$ cat config.mk
export PLATFORM = sky130hd
export DESIGN_NAME = acs_sequencer
export DESIGN_NICKNAME = d
export VERILOG_FILES = /design/src/verilog/acs_pkg.sv /design/src/verilog/acs_sequencer.sv /design/src/verilog/acs_clk_div.sv /design/src/verilog/acs_trig_sel.sv
export SDC_FILE = /design/constraint.sdc
export NUM_CORES = 1
export LEC_CHECK = 0
export BUFFER_PORTS_ARGS = -buffer_cell sky130_fd_sc_hd__buf_2
export CORE_AREA = 8 8 218 220
export CTS_BUF_LIST = sky130_fd_sc_hd__clkbuf_8
export CTS_CLUSTER_SIZE = 8
export DETAILED_ROUTE_END_ITERATION = 7
export DIE_AREA = 0 0 226 228
export GPL_ROUTABILITY_DRIVEN = 0
export PLACE_DENSITY = 0.59
export SLEW_MARGIN = 20
export SYNTH_ARGS = -nofsm -noshare
export SYNTH_HDL_FRONTEND = slang
export SYNTH_HIERARCHICAL = 1
export SYNTH_SLANG_ARGS = --single-unit
$ cat constraint.sdc
create_clock -name ref_clk_i -period 11 [get_ports ref_clk_i]
set_clock_uncertainty 0.15 [all_clocks]
set_input_delay 1.65 -clock ref_clk_i [delete_from_list [all_inputs] [get_ports ref_clk_i]]
set_output_delay 1.65 -clock ref_clk_i [all_outputs]
set_load 0.005 [all_outputs]
$ cat src/verilog/acs_pkg.sv
/*
 Constants, register map and state codes of the converter sequencer.
 Assumes one 25 MHz clock and a plain word-wide register port.
*/
package acs_pkg;
	localparam logic [7:0] ADR_STS = 8'h00;
	localparam logic [7:0] ADR_CTRL1 = 8'h04;
	localparam logic [7:0] ADR_CTRL2 = 8'h08;
	localparam logic [7:0] ADR_SPT1 = 8'h0C;
	localparam logic [7:0] ADR_SPT2 = 8'h10;
	localparam logic [7:0] ADR_CDIV = 8'h14;
	localparam logic [7:0] ADR_OSEQ1 = 8'h2C;
	localparam logic [7:0] ADR_OSEQ2 = 8'h30;
	localparam logic [7:0] ADR_OSEQ3 = 8'h34;
	localparam logic [7:0] ADR_PSEQ = 8'h38;
	localparam logic [7:0] ADR_PRES1 = 8'h3C;
	localparam logic [7:0] ADR_PRES4 = 8'h48;
	localparam logic [7:0] ADR_ORES = 8'h4C;
	// Status bits
	localparam int S_RDY = 0;
	localparam int S_OEND = 1;
	localparam int S_PEND = 2;
	localparam int S_OSTA = 3;
	localparam int S_PSTA = 4;
	// Control 1 bits
	localparam int C1_OIE = 5;
	localparam int C1_PIE = 7;
	localparam int C1_SEQ = 8;
	localparam int C1_AUTO = 10;
	localparam int C1_OPART = 11;
	localparam int C1_PPART = 12;
	localparam int C1_PCNT = 13;
	// Control 2 bits
	localparam int C2_PWR = 0;
	localparam int C2_REP = 1;
	localparam int C2_CAL = 2;
	localparam int C2_SREF = 3;
	localparam int C2_OTE = 4;
	localparam int C2_PTE = 5;
	localparam int C2_OSW = 6;
	localparam int C2_PSW = 7;
	localparam int C2_OSEL = 8;
	localparam int C2_PSEL = 12;
	localparam int C2_OMUX = 16;
	localparam int C2_PMUX = 17;
	localparam int SEQ_LEN = 20;
	// Converter clock counts
	localparam logic [7:0] CAL_CYC = 8'd172;
	localparam logic [7:0] WAKE_CYC = 8'd16;
	// Whole conversion periods per sample code: sample time + 12.5
	localparam logic [7:0] CONV_CYC [8] = '{8'd14, 8'd20, 8'd26, 8'd41, 8'd54, 8'd68, 8'd84, 8'd252};
	localparam logic [3:0] SEL_SOFT = 4'h7;
	localparam logic [3:0] SEL_MUX = 4'h6;
	localparam logic [3:0] SEL_FIX = 4'hD;
	localparam logic [4:0] CH_LAST = 5'd17;
	typedef enum logic [3:0] {ST_OFF = 4'h1, ST_WAKE = 4'h2, ST_CAL = 4'h4, ST_RUN = 4'h8} acs_state_e;
endpackage

$ cat src/verilog/acs_sequencer.sv
/*
 Conversion sequencer: registers, power-up, calibration, group
 scheduling with preemption and the sequence modes.
 Assumes an analog front end that holds afe_data_i stable at conversion end.
*/
`timescale 1ns/1ps
module acs_sequencer import acs_pkg::*; (
	input wire logic ref_clk_i,
	input wire logic rstn_i,
	input wire logic [7:0] addr_i,
	input wire logic [31:0] wdata_i,
	input wire logic wr_i,
	input wire logic rd_i,
	output logic [31:0] rdata_o,
	input wire logic [5:0] ord_tmr_i,
	input wire logic ext_line11_i,
	input wire logic tmr1_trgout_i,
	input wire logic [5:0] pre_tmr_i,
	input wire logic ext_line15_i,
	input wire logic tmr1_ch4_i,
	input wire logic tmr1_ch1_i,
	input wire logic [11:0] afe_data_i,
	output logic afe_power_o,
	output logic afe_sensor_ref_o,
	output logic afe_convert_o,
	output logic [4:0] afe_channel_o,
	output logic afe_cal_o,
	output logic afe_cal_load_o,
	output logic [11:0] afe_cal_value_o,
	output logic ordinary_dma_o,
	output logic ordinary_end_irq_o,
	output logic preempted_end_irq_o
);
	typedef struct packed {
		acs_state_e st;
		logic [31:0] rdata;
		logic [15:0] ctrl1;
		logic [17:0] ctrl2;
		logic [1:0] div;
		logic [23:0] spt1;
		logic [29:0] spt2;
		logic [23:0] oseq1;
		logic [29:0] oseq2;
		logic [29:0] oseq3;
		logic [21:0] pseq;
		logic [4:0] sts;
		logic [11:0] ord_res;
		logic [3:0][11:0] pre_res;
		logic [11:0] d1;
		logic [11:0] d2;
		logic [7:0] cnt;
		logic busy;
		logic grp;
		logic [4:0] ch;
		logic ord_act;
		logic pre_act;
		logic ord_pend;
		logic pre_pend;
		logic [3:0] ord_pos;
		logic [3:0] ord_last;
		logic [3:0] ord_part;
		logic [1:0] pre_pos;
		logic [1:0] pre_last;
		logic [1:0] pre_part;
		logic dma;
		logic cal_load;
	} acs_core_s;
	acs_core_s q;
	acs_core_s n;
	logic tick;
	logic otrig;
	logic ptrig;
	logic pwr_retrig;
	logic [7:0] pres_off;
	logic [4:0] psum;
	logic [1:0] pfirst;
	logic [3:0] olen;

	// Channel number held in a five-bit slot of a flattened sequence
	function automatic logic [4:0] slot_ch(input logic [79:0] flat, input logic [3:0] idx);
		slot_ch = flat[idx * 5 +: 5];
	endfunction

	// Whole converter periods for a channel's sample code
	function automatic logic [7:0] conv_len(input logic [53:0] flat, input logic [4:0] ch);
		logic [2:0] code;
		code = flat[ch * 3 +: 3];
		conv_len = CONV_CYC[code];
	endfunction

	acs_clk_div u_div (
		.ref_clk_i(ref_clk_i),
		.rstn_i(rstn_i),
		.run_i(q.ctrl2[C2_PWR]),
		.div_i(q.div),
		.tick_o(tick)
	);

	acs_trig_sel u_otrig (
		.ref_clk_i(ref_clk_i),
		.rstn_i(rstn_i),
		.tmr_i(ord_tmr_i),
		.pin_i(ext_line11_i),
		.alt_i(tmr1_trgout_i),
		.fix_i(tmr1_trgout_i),
		.soft_i(q.ctrl2[C2_OSW]),
		.sel_i(q.ctrl2[C2_OSEL +: 4]),
		.mux_i(q.ctrl2[C2_OMUX]),
		.en_i(q.ctrl2[C2_OTE]),
		.trig_o(otrig)
	);

	acs_trig_sel u_ptrig (
		.ref_clk_i(ref_clk_i),
		.rstn_i(rstn_i),
		.tmr_i(pre_tmr_i),
		.pin_i(ext_line15_i),
		.alt_i(tmr1_ch4_i),
		.fix_i(tmr1_ch1_i),
		.soft_i(q.ctrl2[C2_PSW]),
		.sel_i(q.ctrl2[C2_PSEL +: 4]),
		.mux_i(q.ctrl2[C2_PMUX]),
		.en_i(q.ctrl2[C2_PTE]),
		.trig_o(ptrig)
	);

	assign pres_off = addr_i - ADR_PRES1;
	assign olen = q.oseq1[SEQ_LEN +: 4];
	assign pfirst = 2'd3 - q.pseq[SEQ_LEN +: 2];
	assign psum = {1'b0, q.ord_part} + {2'b00, q.ctrl1[C1_PCNT +: 3]};

	always_comb begin
		n = q;
		n.dma = 1'b0;
		n.cal_load = 1'b0;
		// Soft trigger strobes meet the selector written with them
		n.ctrl2[C2_OSW] = 1'b0;
		n.ctrl2[C2_PSW] = 1'b0;
		n.rdata = 32'h0;
		n.d1 = afe_data_i;
		n.d2 = q.d1;
		pwr_retrig = 1'b0;
		// Register reads
		if (rd_i) begin
			if (addr_i == ADR_STS) begin
				n.rdata = {27'h0, q.sts};
			end else if (addr_i == ADR_CTRL1) begin
				n.rdata = {16'h0, q.ctrl1};
			end else if (addr_i == ADR_CTRL2) begin
				n.rdata = {14'h0, q.ctrl2 & 18'h3FF3F};
			end else if (addr_i == ADR_CDIV) begin
				n.rdata = {30'h0, q.div};
			end else if (addr_i == ADR_SPT1) begin
				n.rdata = {8'h0, q.spt1};
			end else if (addr_i == ADR_SPT2) begin
				n.rdata = {2'h0, q.spt2};
			end else if (addr_i == ADR_OSEQ1) begin
				n.rdata = {8'h0, q.oseq1};
			end else if (addr_i == ADR_OSEQ2) begin
				n.rdata = {2'h0, q.oseq2};
			end else if (addr_i == ADR_OSEQ3) begin
				n.rdata = {2'h0, q.oseq3};
			end else if (addr_i == ADR_PSEQ) begin
				n.rdata = {10'h0, q.pseq};
			end else if (addr_i >= ADR_PRES1 && addr_i <= ADR_PRES4 && addr_i[1:0] == 2'b00) begin
				n.rdata = {20'h0, q.pre_res[pres_off[3:2]]};
			end else if (addr_i == ADR_ORES) begin
				n.rdata = {20'h0, q.ord_res};
				n.sts[S_OEND] = 1'b0;
			end
		end
		// Register writes
		if (wr_i) begin
			if (addr_i == ADR_STS) begin
				n.sts[4:1] = q.sts[4:1] & wdata_i[4:1];
			end else if (addr_i == ADR_CTRL1) begin
				n.ctrl1 = wdata_i[15:0];
			end else if (addr_i == ADR_CTRL2) begin
				n.ctrl2 = wdata_i[17:0];
				n.ctrl2[C2_CAL] = q.ctrl2[C2_CAL] | wdata_i[C2_CAL];
				pwr_retrig = wdata_i[C2_PWR] & q.ctrl2[C2_PWR] & q.sts[S_RDY];
			end else if (addr_i == ADR_CDIV) begin
				n.div = wdata_i[1:0];
			end else if (addr_i == ADR_SPT1) begin
				n.spt1 = wdata_i[23:0];
			end else if (addr_i == ADR_SPT2) begin
				n.spt2 = wdata_i[29:0];
			end else if (addr_i == ADR_OSEQ1) begin
				n.oseq1 = wdata_i[23:0];
			end else if (addr_i == ADR_OSEQ2) begin
				n.oseq2 = wdata_i[29:0];
			end else if (addr_i == ADR_OSEQ3) begin
				n.oseq3 = wdata_i[29:0];
			end else if (addr_i == ADR_PSEQ) begin
				n.pseq = wdata_i[21:0];
			end
		end
		case (q.st)
			ST_OFF: begin
				if (n.ctrl2[C2_PWR]) begin
					n.st = ST_WAKE;
					n.cnt = 8'h0;
				end
			end
			ST_WAKE: begin
				if (tick) begin
					if (q.cnt == WAKE_CYC - 8'd1) begin
						n.sts[S_RDY] = 1'b1;
						n.st = ST_RUN;
					end else begin
						n.cnt = q.cnt + 8'd1;
					end
				end
			end
			ST_CAL: begin
				if (tick) begin
					if (q.cnt == CAL_CYC - 8'd1) begin
						n.ctrl2[C2_CAL] = 1'b0;
						n.ord_res = q.d2;
						n.cal_load = 1'b1;
						n.st = ST_RUN;
					end else begin
						n.cnt = q.cnt + 8'd1;
					end
				end
			end
			ST_RUN: begin
				if (q.ctrl2[C2_CAL] && !q.busy && !q.ord_act && !q.pre_act) begin
					n.st = ST_CAL;
					n.cnt = 8'h0;
				end
			end
			default: n.st = ST_OFF;
		endcase
		// Trigger capture while powered and ready
		if (q.st == ST_RUN || q.st == ST_CAL) begin
			if ((otrig || pwr_retrig) && !q.ord_act) begin
				n.ord_pend = 1'b1;
			end
			if (ptrig && !q.pre_act) begin
				n.pre_pend = 1'b1;
			end
		end
		if (q.st == ST_RUN) begin
			// Conversion countdown and completion
			if (q.busy && tick) begin
				if (q.cnt == 8'd1) begin
					n.busy = 1'b0;
					if (q.grp) begin
						n.pre_res[q.pre_pos] = q.d2;
						if (q.pre_pos == q.pre_last) begin
							n.pre_act = 1'b0;
							n.sts[S_PEND] = 1'b1;
							n.sts[S_OEND] = 1'b1;
							n.pre_part = (q.pre_pos == 2'd3) ? pfirst : q.pre_pos + 2'd1;
						end else begin
							n.pre_pos = q.pre_pos + 2'd1;
						end
					end else begin
						n.ord_res = q.d2;
						n.dma = 1'b1;
						if (q.ord_pos == q.ord_last) begin
							n.ord_act = 1'b0;
							n.sts[S_OEND] = 1'b1;
							n.ord_part = (q.ord_last >= olen) ? 4'h0 : q.ord_last + 4'h1;
							if (q.ctrl1[C1_AUTO]) begin
								n.pre_pend = 1'b1;
							end
							if (q.ctrl2[C2_REP]) begin
								n.ord_pend = 1'b1;
							end
						end else begin
							n.ord_pos = q.ord_pos + 4'h1;
						end
					end
				end else begin
					n.cnt = q.cnt - 8'd1;
				end
			end else if (!q.busy && (q.pre_act || q.ord_act) && tick) begin
				n.busy = 1'b1;
				n.grp = q.pre_act;
				n.ch = q.pre_act ? slot_ch({60'h0, q.pseq[19:0]}, {2'b00, q.pre_pos}) :
					slot_ch({q.oseq1[19:0], q.oseq2, q.oseq3}, q.ord_pos);
				n.cnt = conv_len({q.spt1, q.spt2}, n.ch);
				if (n.ch > CH_LAST) begin
					n.busy = 1'b0;
					n.ch = q.ch;
				end
			end
			// Group starts: preempted first, ordinary only while preempted is idle
			if (q.pre_pend && !q.pre_act) begin
				n.pre_pend = 1'b0;
				n.pre_act = 1'b1;
				n.sts[S_PSTA] = 1'b1;
				if (q.ctrl1[C1_PPART]) begin
					n.pre_pos = (q.pre_part < pfirst) ? pfirst : q.pre_part;
					n.pre_last = n.pre_pos;
				end else if (q.ctrl1[C1_SEQ]) begin
					n.pre_pos = pfirst;
					n.pre_last = 2'd3;
				end else begin
					n.pre_pos = 2'd3;
					n.pre_last = 2'd3;
				end
			end else if (q.ord_pend && !q.ord_act && !q.pre_act) begin
				n.ord_pend = 1'b0;
				n.ord_act = 1'b1;
				n.sts[S_OSTA] = 1'b1;
				if (q.ctrl1[C1_OPART]) begin
					n.ord_pos = (q.ord_part > olen) ? 4'h0 : q.ord_part;
					n.ord_last = (psum > {1'b0, olen}) ? olen : psum[3:0];
					if (q.ord_part > olen) begin
						n.ord_last = (q.ctrl1[C1_PCNT +: 3] > olen[2:0]) ? olen : {1'b0, q.ctrl1[C1_PCNT +: 3]};
					end
				end else if (q.ctrl1[C1_SEQ]) begin
					n.ord_pos = 4'h0;
					n.ord_last = olen;
				end else begin
					n.ord_pos = 4'h0;
					n.ord_last = 4'h0;
				end
			end
			// Preempted group aborts a running ordinary conversion, which restarts from the same slot later
			if (n.pre_act && n.busy && !n.grp) begin
				n.busy = 1'b0;
			end
		end
		// Power removal stops and resets the sequencer
		if (!n.ctrl2[C2_PWR]) begin
			n.st = ST_OFF;
			n.sts[S_RDY] = 1'b0;
			n.ctrl2[C2_CAL] = 1'b0;
			n.busy = 1'b0;
			n.ord_act = 1'b0;
			n.pre_act = 1'b0;
			n.ord_pend = 1'b0;
			n.pre_pend = 1'b0;
			n.ord_part = 4'h0;
			n.pre_part = 2'd0;
			n.dma = 1'b0;
		end
	end

	always_ff @(posedge ref_clk_i) begin
		if (!rstn_i) begin
			q <= '0;
			q.st <= ST_OFF;
		end else begin
			q <= n;
		end
	end

	assign rdata_o = q.rdata;
	assign afe_power_o = q.ctrl2[C2_PWR];
	assign afe_sensor_ref_o = q.ctrl2[C2_SREF];
	assign afe_convert_o = q.busy;
	assign afe_channel_o = q.ch;
	assign afe_cal_o = (q.st == ST_CAL);
	assign afe_cal_load_o = q.cal_load;
	assign afe_cal_value_o = q.ord_res;
	assign ordinary_dma_o = q.dma;
	assign ordinary_end_irq_o = q.sts[S_OEND] & q.ctrl1[C1_OIE];
	assign preempted_end_irq_o = q.sts[S_PEND] & q.ctrl1[C1_PIE];
endmodule

$ cat src/verilog/acs_clk_div.sv
/*
 Converter clock enable divider: one tick every 2*(div+1) clocks.
 Assumes run_i low holds the divider idle.
*/
`timescale 1ns/1ps
module acs_clk_div import acs_pkg::*; (
	input wire logic ref_clk_i,
	input wire logic rstn_i,
	input wire logic run_i,
	input wire logic [1:0] div_i,
	output logic tick_o
);
	typedef struct packed {
		logic [2:0] cnt;
		logic tick;
	} acs_div_s;
	acs_div_s q;
	acs_div_s n;
	always_comb begin
		n = q;
		n.tick = 1'b0;
		if (!run_i) begin
			n.cnt = 3'h0;
		end else if (q.cnt == {div_i, 1'b1}) begin
			n.cnt = 3'h0;
			n.tick = 1'b1;
		end else begin
			n.cnt = q.cnt + 3'h1;
		end
	end
	always_ff @(posedge ref_clk_i) begin
		if (!rstn_i) begin
			q <= '0;
		end else begin
			q <= n;
		end
	end
	assign tick_o = q.tick;
endmodule

$ cat src/verilog/acs_trig_sel.sv
/*
 Trigger source selector for one group: synchronises sources, detects
 rising edges and picks one by the selector code.
 Assumes sources are asynchronous levels; soft_i is a same-clock pulse.
*/
`timescale 1ns/1ps
module acs_trig_sel import acs_pkg::*; (
	input wire logic ref_clk_i,
	input wire logic rstn_i,
	input wire logic [5:0] tmr_i,
	input wire logic pin_i,
	input wire logic alt_i,
	input wire logic fix_i,
	input wire logic soft_i,
	input wire logic [3:0] sel_i,
	input wire logic mux_i,
	input wire logic en_i,
	output logic trig_o
);
	typedef struct packed {
		logic [8:0] s1;
		logic [8:0] s2;
		logic [8:0] prev;
		logic trig;
	} acs_trig_s;
	acs_trig_s q;
	acs_trig_s n;
	logic [8:0] rise;
	logic ev;
	always_comb begin
		n = q;
		n.s1 = {fix_i, alt_i, pin_i, tmr_i};
		n.s2 = q.s1;
		n.prev = q.s2;
		rise = q.s2 & ~q.prev;
		ev = 1'b0;
		if (sel_i <= 4'h5) begin
			ev = rise[sel_i[2:0]];
		end else if (sel_i == SEL_MUX) begin
			ev = mux_i ? rise[7] : rise[6];
		end else if (sel_i == SEL_SOFT) begin
			ev = soft_i;
		end else if (sel_i == SEL_FIX) begin
			ev = rise[8];
		end
		n.trig = ev & en_i;
	end
	always_ff @(posedge ref_clk_i) begin
		if (!rstn_i) begin
			q <= '0;
		end else begin
			q <= n;
		end
	end
	assign trig_o = q.trig;
endmodule

; After elaboration in Yosys (flattened, before gate mapping)
; Memories as Yosys holds them, arrays and structs flattened.
; Index checks and enable logic that the tools add are counted.
[totals]
out_inout_bits = 57
memories = 1
mem_bits_ro = 64
inputBits = 73
regBits = 417
word_cells = 371
[op_classes]
mul = 3
n_reduce_logical = 58
mux = 163
order_cmp = 16
shift = 3
bitwise_logic = 28
eq_ne = 36
n_addsub = 9
[mem_list]
columns = memory, words, word_bits, rd, rd_ports_with_merged_regs, wr, line_no
row1 = (no name shown), 8, 8, 1, 0, 0, acs_sequencer.sv:88  ; conv_len = CONV_CYC[code];
[op_table]
columns = cell, n
row1 = $mux W165, 2
row2 = $mux W30, 7
row3 = $mux W60, 3
row4 = $mux W169, 1
row5 = $mux W162, 1
row6 = $mux W160, 1
row7 = $mux W136, 1
row8 = $mux W8, 14
row9 = $mux W106, 1
row10 = $mux W12, 8
row11 = $mux W82, 1
row12 = $shiftx A80 B6 Y5, 1
row13 = $shiftx A80 B8 Y5, 1
row14 = $mux W4, 19
row15 = $mux W24, 3
row16 = $mux W22, 3
row17 = $mux W1, 59
row18 = $shiftx A54 B8 Y3, 1
row19 = $mux W52, 1
row20 = $bwmux W48, 1
row21 = $mux W48, 1
row22 = $mux W38, 1
row23 = $mux W18, 2
row24 = $eq A8 B6 Y1 const B, 4
row25 = other kinds (81), 179

; Longest topological paths before layout
; Gate-level depths: netlist (run 1).
[depth]
depth_word = 26
mapped_depth = 18
ltp_nobuf = 15

; By module
; Netlist (run 1), hierarchy kept.
[modules_own_cells]
columns = module, seq_area_each_um2, cells_per_inst, area_per_inst_um2, n_inst
row1 = acs_sequencer, 7166.9, 2132, 17548.1, 1
row2 = acs_trig_sel, 560.5, 81, 890.9, 2
row3 = acs_clk_div, 80.1, 15, 168.9, 1

; Worst setup path before layout (run 1)
; No wires, ideal clock.
[synth_path]
path_kind = input -> register
from = input port addr_i[2]
to = register q[34] in the netlist's numbering
path_buffers = 2
required_ns = 10.733
path_slack_ns = 6.204
setup_ns = 0.117
stages = 13
arrival_ns = 4.529
path_cell_list = buf_1 -> inv_1 -> ha_1 -> clkbuf_1 -> nor3b_1 -> nand3_1 -> mux2i_1 -> a211o_1 -> or3_1 -> o21bai_1 -> a21oi_1 -> o22ai_1 -> a22o_1
[synth_between]
elab_chain_cells = 11
word_cells_on_any_way = 14
cone_classes = eq/ne (2) / mux (11) / reduce/logical (1)
[synth_lines]
columns = item, line_no
row1 = from (decl), acs_sequencer.sv:10  ; input wire logic [7:0] addr_i,
row2 = $eq A8 B4 Y1, acs_sequencer.sv:178  ; end else if (addr_i == ADR_CTRL2) begin
row3 = $mux W3, acs_sequencer.sv:178
row4 = $mux W165, acs_sequencer.sv:176  ; end else if (addr_i == ADR_CTRL1) begin
row5 = $mux W165 (*), acs_sequencer.sv:174  ; if (addr_i == ADR_STS) begin
row6 = $mux W169 (*), acs_sequencer.sv:173  ; if (wr_i) begin
row7 = $mux W8 (*), acs_sequencer.sv:200  ; if (n.ctrl2[C2_PWR]) begin
row8 = $pmux W8 S4 (*), acs_sequencer.sv:198  ; case (q.st)
row9 = $mux W15 / $mux W8 (equally long branches), "acs_sequencer.sv:279, acs_sequencer.sv:247"
row10 = $mux W9, acs_sequencer.sv:246  ; if (q.busy && tick) begin
row11 = $mux W9, acs_sequencer.sv:244  ; if (q.st == ST_RUN) begin
row12 = $mux W38 (*), acs_sequencer.sv:244
row13 = to (signal assigned), acs_sequencer.sv:349  ; q <= n;
row14 = to (decl), acs_sequencer.sv:68  ; acs_core_s q;
; Every way passes the cells marked *; elsewhere a longest branch is shown, timed or not. The select of a mux whose other input is x is not followed.
; A chain may end at the register's enable or synchronous reset.

; Worst setup path after layout (run 1)
[layout_path]
from = register q[19] in the netlist's numbering
to = register q[35] in the netlist's numbering
[layout_between]
elab_chain_cells = 13
[layout_lines]
columns = item, line_no
row1 = $mul A4 B3 Y7, acs_sequencer.sv:81  ; slot_ch = flat[idx * 5 +: 5];
row2 = $shiftx A80 B8 Y5, acs_sequencer.sv:81
row3 = $mux W5, acs_sequencer.sv:282  ; n.ch = q.pre_act ? slot_ch({60'h0, q.pseq[19:0]}, {2'b00, q.pre_pos}) :
row4 = $mul A5 B2 Y7, acs_sequencer.sv:87  ; code = flat[ch * 3 +: 3];
row5 = $shiftx A54 B8 Y3, acs_sequencer.sv:87
row6 = $not A3 Y4 (implied by the code), acs_sequencer.sv:88
row7 = $mem_v2 Z8 W8, -
row8 = $mux W8 (implied by the code) (2 in series), acs_sequencer.sv:88
row9 = $mux W15, acs_sequencer.sv:279  ; end else if (!q.busy && (q.pre_act || q.ord_act) && tick) begin
row10 = $mux W9, acs_sequencer.sv:246
row11 = $mux W9, acs_sequencer.sv:244
row12 = $mux W38, acs_sequencer.sv:244
; Every way passes these cells. The select of a mux whose other input is x is not followed.

==> impl_metrics.json, run 1 <==
{
  "status": "completed",
  "fin_setup_tns_ns": 0,
  "dr.pass1.iters": 6,
  "rsz0062_at_grt": "no",
  "grt-ovfl-total": 0,
  "cp.arrival_ns": 5.51,
  "final_core_util": 0.4872,
  "drive_gt1_frac": 0.1299,
  "ys_seq_elements": 418,
  "leakage_nw": 7.762,
  "p_seq_frac": 0.519,
  "synth_area_um2": 19500,
  "area_growth_syn_to_layout_pct": 9.536,
  "yosysUniqueCellTypes": 84,
  "cp_slowest_cell": "dfxtp_1",
  "crit_path_start_kind": "flip-flop",
  "worstPathMaxFanout": 18,
  "post_cts_buffers": 0,
  "crit_chain": "mux4_2, nor2_1, o31ai_1, nor2_1, a211oi_1, a211oi_1, a211oi_1, a211oi_1, a31o_2, ha_1, o211ai_1, o31a_1, o211ai_1, a22o_1",
  "numCtsBuffers": 71,
  "viasPerCell": 5.896,
  "worst_pin_slew_ns": 1.096,
  "die_area_um2": 51530,
  "dp_hpwl_um": 46110,
  "min_period_ns": 5.148,
  "grt_max_degree": 173,
  "layout_setup_ws_ns": 5.852,
  "p_comb_frac": 0.031,
  "synth_edf_count": 0,
  "io_buffers": 125,
  "final_cell_area_um2": 21360,
  "hold_violations": 0,
  "clock_latency_ns": 0.64,
  "first_global_vias": 16456,
  "placed_area_um2": 20040,
  "maxSlewHeadroom": 0.2690,
  "layout_commonest_cell": "nand2_1",
  "max_stage_delay_ns": 1.00,
  "post-route-period-util": 0.4680,
  "drtAntennaViolNets": 0,
  "p_sw_mw": 0.6909,
  "start_util": 0.4448,
  "num_vias": 17398,
  "path_clk_slew_ns": 0.06,
  "die_w_um": 226,
  "ios": 130,
  "routed_wl_um": 66300,
  "vdd_drop_max_mv": 0.08079,
  "tritoncts": "yes",
  "core-area_um2": 43840,
  "synthCells": 2309,
  "clockRootBuffer": "clkbuf_8",
  "drv_slew": 0,
  "yosysSeqAreaShare": 0.4292,
  "cts_buffer_depth": 3,
  "wire_per_inst_um": 22.47,
  "drtIter0Drc": 1729,
  "antenna_found_initial": 1,
  "cts_resized": 0,
  "finalSetupViolCount": 0,
  "critical-path-top-cell-by-count": "a211oi_1",
  "netSwitchingFraction": 0.2340,
  "critPathKind": "reg -> reg",
  "ys_warn_count": 6,
  "total_power_mw": 2.953,
  "clock_power_share": 0.449,
  "clock-sinks": 418,
  "drv_cap": 0,
  "ys.flop_type": "dfxtp_1",
  "worstPathRequired_ns": 11.36,
  "path_buf_inv": 0,
  "h-tree-depth": 3,
  "layout_common_cells": "nand2_1, dfxtp_1, a21oi_1",
  "post-place-ws_ns": 5.392,
  "finish.net_count": 2429,
  "power_density_nw_per_um2": 138.2,
  "drc": 0,
  "rows": 77,
  "critPathCaptureType": "flip-flop",
  "hold_buffers": 0,
  "path_delay_family": "compound AO/OA/AOI/OAI gates",
  "filler_cell_count": 4232,
  "chipHeight_um": 228,
  "syn_avg_cell_area_um2": 8.445,
  "grt_pass1_wl_um": 100600,
  "synth-async-reset-ratio": 0,
  "grt_usage": 0.2503,
  "max_freq_mhz": 194.3,
  "p_int_mw": 2.262,
  "hold_class": "reg -> reg"
}
## cells in the mapped netlist (9+ instances only)
library cell    n  area (um2)
o211ai_1       13       97.59
and3_1         20       125.1
and2_1         94       588.1
o21ai_0        43       215.2
a221oi_1       24       210.2
o221ai_1       14       122.6
o22ai_1        23       143.9
nand3_1        27       135.1
a31oi_1        19       118.9
nor3_1         37       185.2
buf_4          49       367.9
clkbuf_1      138       518.0
nand2_1       501        1881
clkbuf_2        9       45.04
nor3b_1         9       67.56
a21oi_1       276        1381
dfxtp_1       418        8368
a221o_1        10       100.1
mux4_2         31       698.2
inv_1          40       150.1
nor4b_1        11       96.34
ha_1           39       488.0
nor2_1        135       506.7
a211oi_1       37       277.8
nor2b_1        14       87.58
xnor2_1        11       96.34
or3_1          14       87.58
a22oi_1        27       202.7
mux2i_1        68       680.7
## worst paths after layout
check | startpoint | endpoint | slack, ns | cells after the start
setup / recovery | q[19] | q[35] | 5.85 | 14
setup reg to reg | q[19] | q[35] | 5.85 | 14
hold / removal | n[42] | q[42] | 0.28 | 1
hold reg to reg | n[42] | q[42] | 0.28 | 1
## routing by layer
layer,vias up,track usage,wire length (um)
li1,8039,-,-
met2,803,0.3883,29690
met5,-,0,0
met1,8369,0.3282,27720
met3,187,0.04709,5432
met4,0,0.1284,3451
## worst reg2reg max path, delay by kind of cell, from the launching register on
kind,cells,cell delay (ns)
multiplexers,1,0.43
adder cells (fa/ha/maj),1,0.27
flip-flops,1,1.00
AO/OA/AOI/OAI,10,2.23
AND/OR/NAND/NOR,2,0.96
## through the flow
step / hold WS, ns / cells
finish: 0.2787 / 2951
global route: 0.2875 / 2950
CTS: 0.2805 / 2948
detailed placement: 0.2669 / 2835
global placement: 0.2633 / 2835
floorplan: 0.2619 / 2310
## cells by family after synthesis
group	synth area share
xor+xnor	0.008534
buf+inv	0.06173
compound gates	0.1785
simple gates	0.2111
flops	0.4292
mux	0.08477
other cells	0.0001923
fa+ha+maj	0.02605
## power by group through the flow
| stage | sequential (mW) | combinational, mW | clock, mW |
|---|---|---|---|
| after global placement | 1.57 | 0.0904 | 0 |
| after global routing | 1.53 | 0.0991 | 1.42 |
| after detailed placement | 1.57 | 0.0913 | 0 |
| after floorplan | 1.56 | 0.0525 | 0 |
| final | 1.53 | 0.0924 | 1.33 |
| after CTS | 1.53 | 0.0915 | 1.36 |
## area by class of cell
class | instances | area [um2] | area share
multi-input combinational | 1636 | 9975 | 0.4670
sequential | 418 | 8368 | 0.3918
clock buffer | 84 | 1156 | 0.05413
timing repair buffer | 148 | 798.3 | 0.03738
tap | 592 | 740.7 | 0.03468
inverter | 41 | 161.4 | 0.007557
clock inverter | 29 | 151.4 | 0.007088
antenna | 3 | 7.507 | 0.0003515
No activity file was read; power rests on OpenSTA's default activity.
==> inputs of run 2 (changes only) <==
Settings changed: PLACE_DENSITY 0.59 to 0.61.
Clock period 11 ns to 4.14 ns, I/O delays scaled along.
==> impl_metrics.json, run 2 (synthesis results as in run 1) <==
{
  "status": "completed",
  "layout_common_cells": "nand2_1, dfxtp_1, a21oi_1",
  "worstPathRequired_ns": 4.52,
  "viasPerCell": 5.876,
  "p_int_mw": 6.024,
  "ios": 130,
  "power_density_nw_per_um2": 361.1,
  "first_global_vias": 17021,
  "drc": 0,
  "grt-ovfl-total": 0,
  "layout_commonest_cell": "nand2_1",
  "chipHeight_um": 228,
  "clock-sinks": 418,
  "grt_usage": 0.2545,
  "holdPathStages": 2,
  "num_vias": 17798,
  "io_buffers": 125,
  "h-tree-depth": 3,
  "hp-start": "tmr1_ch1_i",
  "dr.pass1.iters": 7,
  "tritoncts": "yes",
  "hold_class": "in -> reg",
  "finish.net_count": 2493,
  "path_clk_slew_ns": 0.06,
  "clockRootBuffer": "clkbuf_8",
  "clock_power_share": 0.453,
  "vdd_drop_max_mv": 0.2641,
  "p_sw_mw": 1.904,
  "worstPathMaxFanout": 7,
  "routed_wl_um": 67820,
  "cts_buffer_depth": 3,
  "antenna_found_initial": 6,
  "clock_latency_ns": 0.64,
  "worstReg2RegEnd": "q[35]",
  "cp.arrival_ns": 4.39,
  "total_power_mw": 7.928,
  "critPathCaptureType": "flip-flop",
  "crit_path_start_kind": "flip-flop",
  "grt_pass1_wl_um": 102200,
  "wire_per_inst_um": 22.39,
  "hold_violations": 0,
  "p_comb_frac": 0.033,
  "r2r_slack_ns": 0.12,
  "rsz0062_at_grt": "no",
  "rows": 77,
  "fin_setup_tns_ns": 0,
  "r2r_start": "q[16]",
  "min_period_ns": 4.015,
  "grt_max_degree": 100,
  "area_growth_syn_to_layout_pct": 12.60,
  "die_w_um": 226,
  "core-area_um2": 43840,
  "worst_pin_slew_ns": 1.051,
  "drv_slew": 0,
  "drv_cap": 0,
  "die_area_um2": 51530,
  "post-route-period-util": 0.9699,
  "drtAntennaViolNets": 0,
  "max_freq_mhz": 249.1,
  "finalSetupViolCount": 0,
  "drive_gt1_frac": 0.1568,
  "critPathKind": "reg -> reg",
  "dp_hpwl_um": 48920,
  "numCtsBuffers": 72,
  "start_util": 0.4448,
  "drtIter0Drc": 2207,
  "maxSlewHeadroom": 0.2896,
  "netSwitchingFraction": 0.2401,
  "p_seq_frac": 0.514,
  "leakage_nw": 8.116,
  "whs_endpoint": "u_ptrig/n[18]",
  "r2r_cells": 15
}
run 2: cell count changes in the layout (fill, tap and decap cells not counted), moves of 4 or more:
cell / delta
a211oi_1: -4
a211oi_2: +4
buf_4: +58
diode_2: +4
inv_1: +6
run 2: area by class of cell:
type,count,area [um2]
Fill cell,4197,21880
Multi-Input combinational cell,1636,9983
Sequential cell,418,8373
Timing Repair Buffer,211,1311
Clock buffer,86,1184
Tap cell,592,740.7
Clock inverter,38,182.7
Inverter,41,163.9
Antenna cell,7,17.52
run 2: power by group through the flow:
stage / clock [mW] / sequential, mW / combinational [mW]
floorplan: 0 / 4.16 / 0.140
global placement: 0 / 4.16 / 0.255
detailed placement: 0 / 4.16 / 0.257
CTS: 3.67 / 4.07 / 0.259
global route: 3.86 / 4.08 / 0.277
finish: 3.59 / 4.07 / 0.262
run 2: what timing repair did:
action                                  CTS  global route
endpoints found under the setup margin    2             4
pin swaps                                 0             2
cloned                                    0             0
hold buffers                              2             0
buffers inserted                          0             0
hold endpoints to repair                  2             0
gates resized for setup                   1            14
run 2: routing by layer:
metal,up-vias,GRT usage,routed length (um)
li1,8180,-,-
met1,8473,0.3286,27380
met2,945,0.3949,30430
met3,200,0.05530,6741
met4,0,0.1318,3267
met5,-,0,0
run 2: per-stage QoR:
stage	setup slack (ns)	instances	util	cell area [um2]	hold slack, ns
after floorplan	0.2255	2310	-	19500	0.2619
after global placement	-0.07368	2896	0.4679	20510	0.2638
after detailed placement	-0.04582	2896	0.4679	20510	0.2677
after CTS	0.03504	3022	0.4996	21900	0.0008644
after global routing	0.007844	3027	0.5008	21950	0.03013
final	0.1248	3029	0.5009	21960	0.03606
run 2: critical path, stage by stage (launching register included):
cell and delay (ns):
dfxtp_4 0.39, mux4_2 0.51, mux4_2 0.50, mux2i_4 0.29, inv_4 0.10, buf_4 0.15
mux4_2 0.41, mux2i_1 0.17, or3_1 0.13, and3_4 0.20, inv_1 0.06, ha_1 0.30
o211ai_1 0.11, o31a_1 0.17, o211ai_1 0.08, a22o_1 0.20
run 2: how the worst max path moves through the flow:
| stage | from | endpoint | slack [ns] | depth (start not counted) |
|---|---|---|---|---|
| 4_1_cts | q[16] | q[35] | 0.04 | 16 |
| 6_report | q[16] | q[35] | 0.12 | 15 |
| 3_3_place_gp | q[16] | q[35] | -0.07 | 16 |
| 3_5_place_dp | q[16] | q[35] | -0.05 | 16 |
| 5_1_grt | q[17] | q[35] | 0.008 | 15 |
| 2_1_floorplan | q[16] | q[35] | 0.23 | 16 |
